## config.mk

```make
export PLATFORM = sky130hd
export DESIGN_NAME = balance_selftest_result_regs
export DESIGN_NICKNAME = d
export VERILOG_FILES = /design/src/threshold_compare.v /design/src/alert_status.v /design/src/balance_selftest_result_regs.v
export VERILOG_INCLUDE_DIRS = /design/src
export SDC_FILE = /design/constraint.sdc
export NUM_CORES = 1
export LEC_CHECK = 0
export ABC_AREA = 1
export BUFFER_PORTS_ARGS = -buffer_cell sky130_fd_sc_hd__buf_2
export CAP_MARGIN = 10
export CORE_MARGIN = 2
export CORE_UTILIZATION = 55
export CTS_BUF_LIST = sky130_fd_sc_hd__clkbuf_8
export DETAILED_ROUTE_END_ITERATION = 12
export PLACE_DENSITY = 0.83
export SLEW_MARGIN = 15
export SYNTH_ARGS = -nofsm -noshare
export SYNTH_HDL_FRONTEND = slang
export SYNTH_SLANG_ARGS = --single-unit
```

## constraint.sdc

```tcl
create_clock -name clk -period 1.85 [get_ports clk]
set_input_delay 0.185 -clock clk [delete_from_list [all_inputs] [get_ports clk]]
set_output_delay 0.185 -clock clk [all_outputs]
set_load 0.01 [all_outputs]
```

## src/balance_selftest_result_defs.vh

```
/*
 * register indices, byte addresses, field positions and reset values
 * for the balancing-switch diagnostic threshold bank.
 * assumes: included by bare name from every design file that needs it.
 */
`ifndef BALANCE_SELFTEST_RESULT_DEFS_VH
`define BALANCE_SELFTEST_RESULT_DEFS_VH

// register indices as printed; the byte address is four times the index
`define IDX_BAL_LOW_THR 8'h4C
`define IDX_BAL_HIGH_THR 8'h4D
`define IDX_SELFTEST_RESULT 8'h50
`define IDX_SELFTEST_CONFIG 8'h51
`define IDX_ALERT_STATUS 8'h52
`define IDX_ALERT_MASK 8'h53

// byte addresses on the apb side
`define ADDR_BAL_LOW_THR 12'h130
`define ADDR_BAL_HIGH_THR 12'h134
`define ADDR_SELFTEST_RESULT 12'h140
`define ADDR_SELFTEST_CONFIG 12'h144
`define ADDR_ALERT_STATUS 12'h148
`define ADDR_ALERT_MASK 12'h14C

// field layout of the 16-bit threshold and result words
`define VAL_MSB 15
`define VAL_LSB 2
`define VAL_WIDTH 14
`define REG_WIDTH 16

// selftest_config fields
`define CFG_SEL_MSB 2
`define CFG_SEL_LSB 0
`define CFG_WIDTH 3

// alert status / mask bit positions
`define ST_LOW_ALERT 0
`define ST_HIGH_ALERT 1
`define ST_RESULT_READY 2
`define ST_WIDTH 3

// reset values; thresholds and result are held as their 14-bit fields
`define RST_THRESHOLD 14'h0000
`define RST_RESULT 14'h0000
`define RST_CONFIG 3'h0
`define RST_MASK 3'h0

`endif

```

## src/threshold_compare.v

```verilog
/*
 * window comparator for one diagnostic conversion against the two thresholds.
 * assumes: inputs are stable 14-bit unsigned values in the clk domain.
 */
`timescale 1ns/1ps
`include "balance_selftest_result_defs.vh"

module threshold_compare #(
	parameter W = `VAL_WIDTH
) (
	input wire enable,
	input wire [W-1:0] sample,
	input wire [W-1:0] lowLimit,
	input wire [W-1:0] highLimit,
	output wire belowLow,
	output wire aboveHigh
);

	// strict unsigned tests; equal to a limit counts as normal
	assign belowLow = enable && (sample < lowLimit);
	assign aboveHigh = enable && (sample > highLimit);

endmodule

```

## src/alert_status.v

```verilog
/*
 * sticky event bits with mask gating onto one level interrupt.
 * assumes: set pulses and the read-clear strobe are in the clk domain.
 */
`timescale 1ns/1ps

module alert_status #(
	parameter N = 3
) (
	input wire clk,
	input wire resetn,
	input wire [N-1:0] eventSet,
	input wire readClear,
	input wire [N-1:0] mask,
	output wire [N-1:0] status,
	output wire irq
);

	reg [N-1:0] sticky_r;
	genvar i;

	// set beats the read-clear so an event in the clearing cycle survives
	generate
		for (i = 0; i < N; i = i + 1) begin : g_bit
			always @(posedge clk) begin
				if (!resetn) begin
					sticky_r[i] <= 1'b0;
				end else if (eventSet[i]) begin
					sticky_r[i] <= 1'b1;
				end else if (readClear) begin
					sticky_r[i] <= 1'b0;
				end
			end
		end
	endgenerate

	assign status = sticky_r;
	// a mask bit of one lets its status bit through
	assign irq = |(sticky_r & mask);

endmodule

```

## src/balance_selftest_result_regs.v

```verilog
/*
 * balancing-switch diagnostic threshold bank with apb slave,
 * result capture, window compare and alert interrupt.
 * register map, one aligned 32-bit word each, value in bits 15:0:
 *   0x130 balance_low_threshold, read/write, limit in bits 15:2
 *   0x134 balance_high_threshold, read/write, limit in bits 15:2
 *   0x140 selftest_result, read-only, last conversion in bits 15:2
 *   0x144 selftest_config, read/write, test select in bits 2:0
 *   0x148 alert status, read-only, cleared by a read
 *   0x14C alert mask, read/write, a one passes the matching status bit
 * status and mask bits: 0 below low limit, 1 above high limit,
 * 2 a conversion arrived.
 * bits 1:0 of every value word and the whole upper half read zero.
 * unmapped, unaligned and read-only writes answer with pslverr.
 * the window compare runs only while one of the two compared tests
 * is selected; other tests still store their result.
 * assumes: conversion results arrive as a one-cycle valid with data,
 * synchronous to clk; the apb master follows the usual two-phase protocol
 * and never starts an access without the setup cycle before it;
 * zero wait states, so every access cycle ends at its first edge.
 */
`timescale 1ns/1ps
`include "balance_selftest_result_defs.vh"

// Overview of operation
// - low threshold is 14-bit lower limit
// - result below low threshold raises alert while a switch-conducting or sense-wire test is selected
// - high threshold is 14-bit upper limit
// - result above high threshold raises alert while a switch-conducting or sense-wire test is selected
// - low threshold bits 1:0 read zero
// - high threshold bits 1:0 read zero
// - result register holds selected 14-bit measurement
// - result register read-only, bits 1:0 zero
module balance_selftest_result_regs #(
	parameter ADDR_W = 12,
	parameter [2:0] SEL_BAL_COND = 3'h1,
	parameter [2:0] SEL_SENSE_WIRE = 3'h2
) (
	input wire clk,
	input wire resetn,
	input wire psel,
	input wire penable,
	input wire pwrite,
	input wire [ADDR_W-1:0] paddr,
	input wire [31:0] pwdata,
	input wire [3:0] pstrb,
	output wire pready,
	output reg [31:0] prdata,
	output reg pslverr,
	input wire measValid,
	input wire [`VAL_WIDTH-1:0] measData,
	output wire [`CFG_WIDTH-1:0] selftestSelect,
	output reg balanceAlert,
	output wire irq
);

	// register state
	reg [`VAL_WIDTH-1:0] lowThr_r;
	reg [`VAL_WIDTH-1:0] highThr_r;
	reg [`VAL_WIDTH-1:0] result_r;
	reg [`CFG_WIDTH-1:0] config_r;
	reg [`ST_WIDTH-1:0] mask_r;
	reg [`ST_WIDTH-1:0] statusSnap_r;
	reg setupSeen_r;

	// bus decode and next values
	reg [31:0] rdata_nxt;
	reg rerr_nxt;
	reg [`VAL_WIDTH-1:0] lowThr_nxt;
	reg [`VAL_WIDTH-1:0] highThr_nxt;
	reg [`CFG_WIDTH-1:0] config_nxt;
	reg [`ST_WIDTH-1:0] mask_nxt;

	wire setupPhase;
	wire accessPhase;
	wire wrAccess;
	wire rdAccess;
	wire [2:0] regSel;
	wire aligned;
	wire lowByteEn;
	wire highByteEn;
	wire statusRead;
	wire statusFresh;
	wire compareEnable;
	wire belowLow;
	wire aboveHigh;
	wire [`ST_WIDTH-1:0] statusBits;
	wire [`ST_WIDTH-1:0] eventSet;

	localparam [2:0] SEL_NONE = 3'h0;
	localparam [2:0] SEL_LOW = 3'h1;
	localparam [2:0] SEL_HIGH = 3'h2;
	localparam [2:0] SEL_RESULT = 3'h3;
	localparam [2:0] SEL_CONFIG = 3'h4;
	localparam [2:0] SEL_STATUS = 3'h5;
	localparam [2:0] SEL_MASK = 3'h6;

	// address to register select; shared by read mux, write path and clear
	function [2:0] decodeAddr;
		input [ADDR_W-1:0] a;
		begin
			case (a)
				`ADDR_BAL_LOW_THR: decodeAddr = SEL_LOW;
				`ADDR_BAL_HIGH_THR: decodeAddr = SEL_HIGH;
				`ADDR_SELFTEST_RESULT: decodeAddr = SEL_RESULT;
				`ADDR_SELFTEST_CONFIG: decodeAddr = SEL_CONFIG;
				`ADDR_ALERT_STATUS: decodeAddr = SEL_STATUS;
				`ADDR_ALERT_MASK: decodeAddr = SEL_MASK;
				default: decodeAddr = SEL_NONE;
			endcase
		end
	endfunction

	// place a 14-bit value in bits 15:2, bits 1:0 and the upper half zero
	function [31:0] packValue;
		input [`VAL_WIDTH-1:0] v;
		begin
			packValue = {16'h0000, v, 2'b00};
		end
	endfunction

	// merge a 16-bit write into a 14-bit value honouring byte strobes
	function [`VAL_WIDTH-1:0] mergeValue;
		input [`VAL_WIDTH-1:0] old;
		input [15:0] wd;
		input lo;
		input hi;
		reg [15:0] cur;
		begin
			cur = {old, 2'b00};
			if (lo) begin
				cur[7:0] = wd[7:0];
			end
			if (hi) begin
				cur[15:8] = wd[15:8];
			end
			mergeValue = cur[`VAL_MSB:`VAL_LSB];
		end
	endfunction

	// phases of the apb transfer
	assign setupPhase = psel && !penable;
	assign accessPhase = psel && penable;
	// an access only counts right after the setup that loaded its read data;
	// pready is constant, so an access is always exactly one cycle
	assign wrAccess = accessPhase && setupSeen_r && pwrite;
	assign rdAccess = accessPhase && setupSeen_r && !pwrite;
	assign regSel = decodeAddr(paddr);
	assign aligned = (paddr[1:0] == 2'b00);
	assign lowByteEn = pstrb[0];
	assign highByteEn = pstrb[1];

	// zero wait states: read data is registered in the setup cycle,
	// so the access cycle can always complete at once
	assign pready = 1'b1;

	// marks the cycle right after a setup edge; a stray enable alone
	// must not write, and its read data would be stale anyway
	always @(posedge clk) begin
		if (!resetn) begin
			setupSeen_r <= 1'b0;
		end else begin
			setupSeen_r <= setupPhase;
		end
	end

	// read mux and error decode, evaluated during setup
	always @* begin
		rdata_nxt = 32'h00000000;
		rerr_nxt = 1'b0;
		if (!aligned) begin
			rerr_nxt = 1'b1;
		end else begin
			case (regSel)
				SEL_LOW: begin
					rdata_nxt = packValue(lowThr_r);
				end
				SEL_HIGH: begin
					rdata_nxt = packValue(highThr_r);
				end
				SEL_RESULT: begin
					rdata_nxt = packValue(result_r);
					rerr_nxt = pwrite;
				end
				SEL_CONFIG: begin
					rdata_nxt = {29'h00000000, config_r};
				end
				SEL_STATUS: begin
					rdata_nxt = {29'h00000000, statusBits};
					rerr_nxt = pwrite;
				end
				SEL_MASK: begin
					rdata_nxt = {29'h00000000, mask_r};
				end
				default: begin
					rerr_nxt = 1'b1;
				end
			endcase
		end
	end

	// read data and error flag captured at the setup edge, held through access
	always @(posedge clk) begin
		if (!resetn) begin
			prdata <= 32'h00000000;
			pslverr <= 1'b0;
		end else if (setupPhase) begin
			prdata <= rdata_nxt;
			pslverr <= rerr_nxt;
		end else if (!psel) begin
			prdata <= 32'h00000000;
			pslverr <= 1'b0;
		end
	end

	// write path; writes to read-only or unmapped words are dropped
	always @* begin
		lowThr_nxt = lowThr_r;
		highThr_nxt = highThr_r;
		config_nxt = config_r;
		mask_nxt = mask_r;
		if (wrAccess && aligned) begin
			case (regSel)
				SEL_LOW: begin
					lowThr_nxt = mergeValue(lowThr_r, pwdata[15:0],
						lowByteEn, highByteEn);
				end
				SEL_HIGH: begin
					highThr_nxt = mergeValue(highThr_r, pwdata[15:0],
						lowByteEn, highByteEn);
				end
				SEL_CONFIG: begin
					if (lowByteEn) begin
						config_nxt = pwdata[`CFG_SEL_MSB:`CFG_SEL_LSB];
					end
				end
				SEL_MASK: begin
					if (lowByteEn) begin
						mask_nxt = pwdata[`ST_WIDTH-1:0];
					end
				end
				default: begin
					lowThr_nxt = lowThr_r;
				end
			endcase
		end
	end

	// software-written registers
	always @(posedge clk) begin
		if (!resetn) begin
			lowThr_r <= `RST_THRESHOLD;
			highThr_r <= `RST_THRESHOLD;
			config_r <= `RST_CONFIG;
			mask_r <= `RST_MASK;
		end else begin
			lowThr_r <= lowThr_nxt;
			highThr_r <= highThr_nxt;
			config_r <= config_nxt;
			mask_r <= mask_nxt;
		end
	end

	assign selftestSelect = config_r;

	// the result word only ever changes on a conversion; bus writes never
	// reach it, which keeps a stray write from masking a real fault
	always @(posedge clk) begin
		if (!resetn) begin
			result_r <= `RST_RESULT;
		end else if (measValid) begin
			result_r <= measData;
		end
	end

	// compare only while a switch-conducting or sense-wire test is selected
	assign compareEnable = measValid &&
		((config_r == SEL_BAL_COND) || (config_r == SEL_SENSE_WIRE));

	// limits are sampled live at each conversion, so thresholds must be
	// in place before the measurement is started
	threshold_compare #(
		.W(`VAL_WIDTH)
	) u_compare (
		.enable(compareEnable),
		.sample(measData),
		.lowLimit(lowThr_r),
		.highLimit(highThr_r),
		.belowLow(belowLow),
		.aboveHigh(aboveHigh)
	);

	// alert level follows the latest compared conversion
	always @(posedge clk) begin
		if (!resetn) begin
			balanceAlert <= 1'b0;
		end else if (compareEnable) begin
			balanceAlert <= belowLow || aboveHigh;
		end
	end

	// events into the sticky status
	assign eventSet[`ST_LOW_ALERT] = belowLow;
	assign eventSet[`ST_HIGH_ALERT] = aboveHigh;
	assign eventSet[`ST_RESULT_READY] = measValid;

	// status as the read will report it, frozen at the setup edge
	always @(posedge clk) begin
		if (!resetn) begin
			statusSnap_r <= {`ST_WIDTH{1'b0}};
		end else if (setupPhase) begin
			statusSnap_r <= statusBits;
		end
	end

	// an event landing between snapshot and clear was never reported,
	// so the clear is skipped then and the next read shows everything
	assign statusFresh = (statusSnap_r == statusBits);
	// read of the status word clears it at the completing access edge
	assign statusRead = rdAccess && aligned && (regSel == SEL_STATUS) && statusFresh;

	alert_status #(
		.N(`ST_WIDTH)
	) u_status (
		.clk(clk),
		.resetn(resetn),
		.eventSet(eventSet),
		.readClear(statusRead),
		.mask(mask_r),
		.status(statusBits),
		.irq(irq)
	);

endmodule

```

==> results.ini <==
[outcome]
run_status=complete, no violations

[finish]
register_area_um2=1460
fin_nets=739
diodes=0
final-instance-count-excl-fill=747
fill_cells=652
syn_to_final_growth_pct=13.8
area_occupied_by_multi_input_gates_um2=2240
fin_util_pct=64.9
layout_cell_share_with_drive_strength_beyond_1_pct=20.4

[setup_path]
timing.critical_path.required_ps=2150
crit_start=highThr_r[3]
critical-path-top-cell-by-count=nand2_1
cp_data_arrival_time_ps=1980
ff2ff_setup_slack_ps=170
critical_register_to_register_path_startpoint=highThr_r[3]
worst_setup_path_end_kind=register
crit_path_category=reg -> reg
cp_slowest_stage_delay_ps=390
critical_path_peak_fanout=3
worst_setup_path_start_kind=register
worst_path_cell_trace=inv_1, ha_1, nand2_1, nor2_1, o21ai_0, nand3_1, nand2_1, nand2_1, nand2_1, nand3_1, nand2_1, inv_1
cpMaxStageDelayCell=dfxtp_1

[die]
core.rowCount=31
num_io_pins=107
die_height_um=90.8
core_area_um2=7250
initial_core_utilization_pct=57.1
dieArea_um2=8240
die_span_x_um=90.8

[synthesis]
synth_top_area_cell=dfxtp_1
synth_commonest_cells=nand2_1, dfxtp_1, nor2_1, inv_1, a21oi_1
dominantRegCellSynth=dfxtp_1
synthesis_stage_register_bit_count=73
synth_edf_count=0
post_synth_instance_area_um2=4140
synthMostInstantiatedCell=nand2_1
synthesis.area_per_instance_um2=7.20
yosysSeqAreaShare_pct=35.3
yosys.area.top_type_share_pct=35.3
syn_inst=575
top_area_cells_in_the_synthesized_netlist=dfxtp_1, nand2_1, ha_1
synthesis.yosys.warnings=0
async_reset_ff_share_pct=0
synth.lib_cells_used.distinct=37

[grt]
antenna_found_initial=0
grt.overflow.total=0
grt_pass1_wl_um=17200
grt_max_degree=51
grtUsageTotal_pct=25.9
first_global_vias=3644

[clocking]
cts_hold_repair.buffers=0
postCtsSetupRepairBufs=0
h-tree-depth=3
ctsResizeCount=0
clkSinkCount=73
worstSkewPairLatency_ps=350
cts_inserted_buffers=9
tritoncts=yes
cts.clk_slew.worst_paths_ps=80
clock-root-buffer=clkbuf_8
cts-root-to-sink-buffers=2

[timing]
final.setup_skew_ps=7.42
rsz_0062_raised_after_global_routing=false
relSlewSlack_pct=62.1
drv_slew=0
fmax_ghz=0.594
setup_tns_ps=0
post-route-period-util_pct=91.1
setup_viol=0
hold_viol=0
final_period_minus_worst_setup_slack_ps=1680
worst-slew-pin-transition_ps=568

[power_and_ir_drop]
total_leakage_power_nw=2.12
ratio_of_total_power_to_cell_area_nw_per_um2=701
ir_drop_uv=374

[routing]
drt-wirelength-per-cell_um=13.9
dr_drc_count=0
detail_route.wirelength_um=10400
routed_via_density=5.26
dr.pass1.iters=5
num_vias=3927
ant_nets=0
detailedRoute.firstIterationViolations=223

[job]
number_of_maximum_capacitance_constraint_violations=0

[placement]
post-place-cells=732
numPortBuffers=71
place.gp.congestion=0.897
hpwl_detailed_um=7790

[worst_hold_path]
holdCritPathClass=in -> reg
worstHoldStart=pwdata[7]

## per-stage QoR
stage          hold WS, ps  area (um2)  setup WS (ps)  power, mW
3_3_place_gp           427        4490            175       1.95
4_1_cts               73.0        4710            136       3.31
6_report              78.8        4710            165       3.30
3_5_place_dp           439        4490            136       1.96
5_1_grt               74.5        4710           17.7       3.43
2_1_floorplan          320        4200            403       1.86
## worst max-delay path, delay by kind of cell (launching register included)
kind	cells	cell delay, ps
AOI/OAI and AO/OA	1	160
adders and majority gates	1	300
buffers and inverters	2	130
DFF	1	390
and+or+nand+nor	8	660
## power breakdown
part / internal, mW / switching, mW
sequential: 1.60 / 0.0159
combinational: 0.113 / 0.204
clock: 0.758 / 0.612
total: 2.47 / 0.832
## placed cells by master, fill, tap and decap left out, types with 2 or more instances in the layout
cell type   instances
nand2_1           108
clkbuf_8            9
o21ai_0            50
and3_1              2
nor3_1             10
nand4_1             3
inv_1              57
nand3_4             2
a21oi_2             8
clkinvlp_4          2
clkinv_4            2
a211oi_1            3
nor2_4              5
buf_4               9
nor3_4              3
buf_2              71
dfxtp_1            73
nor2_1             60
nand3_1            43
ha_1               27
conb_1             17
bufinv_16           2
xnor2_1             3
a21oi_1            52
nor2_2              5
o21ai_1             4
inv_2               5
nand2_2             3
## flip-flops by register name (all words and copies together), names as in the netlist
| register | cells |
|---|---|
| balanceAlert | 1 |
| highThr_r | 14 |
| lowThr_r | 14 |
| mask_r | 3 |
| prdata | 16 |
| pslverr | 1 |
| result_r | 14 |
| selftestSelect | 3 |
| setupSeen_r | 1 |
| statusSnap_r | 3 |
| u_status.status | 3 |
## final timing paths
check | to | cells past startpoint
setup reg to reg | balanceAlert | 12
setup / recovery | balanceAlert | 12
hold reg to reg | prdata[15] | 2
hold / removal | highThr_r[5] | 3
## final cells by class
cell class / instances / share of cell area, %
clock buffer: 9 / 2.63
clock inverter: 6 / 1.97
inverter: 64 / 5.21
multi-input combinational: 416 / 47.6
sequential: 73 / 31.0
tap: 99 / 2.63
timing repair buffer: 80 / 8.98
## metal layers
layer  up-vias  wire [um]  global-route usage (%)
met2       133       4880                    42.4
li1       1991          -                       -
met3        21        628                    5.34
met5         -          0                       0
met1      1782       4730                    34.7
met4         0        169                    7.05
## logic make-up after synthesis
kind of cell / Yosys count / synth area share (%)
compound gates: 120 / 15.6
xor+xnor: 3 / 0.635
fa+ha+maj: 27 / 8.16
buf+inv: 101 / 12.1
flops: 73 / 35.3
other cells: 2 / 0.181
simple gates: 249 / 28.1
Power figures use the tool's default switching activity.
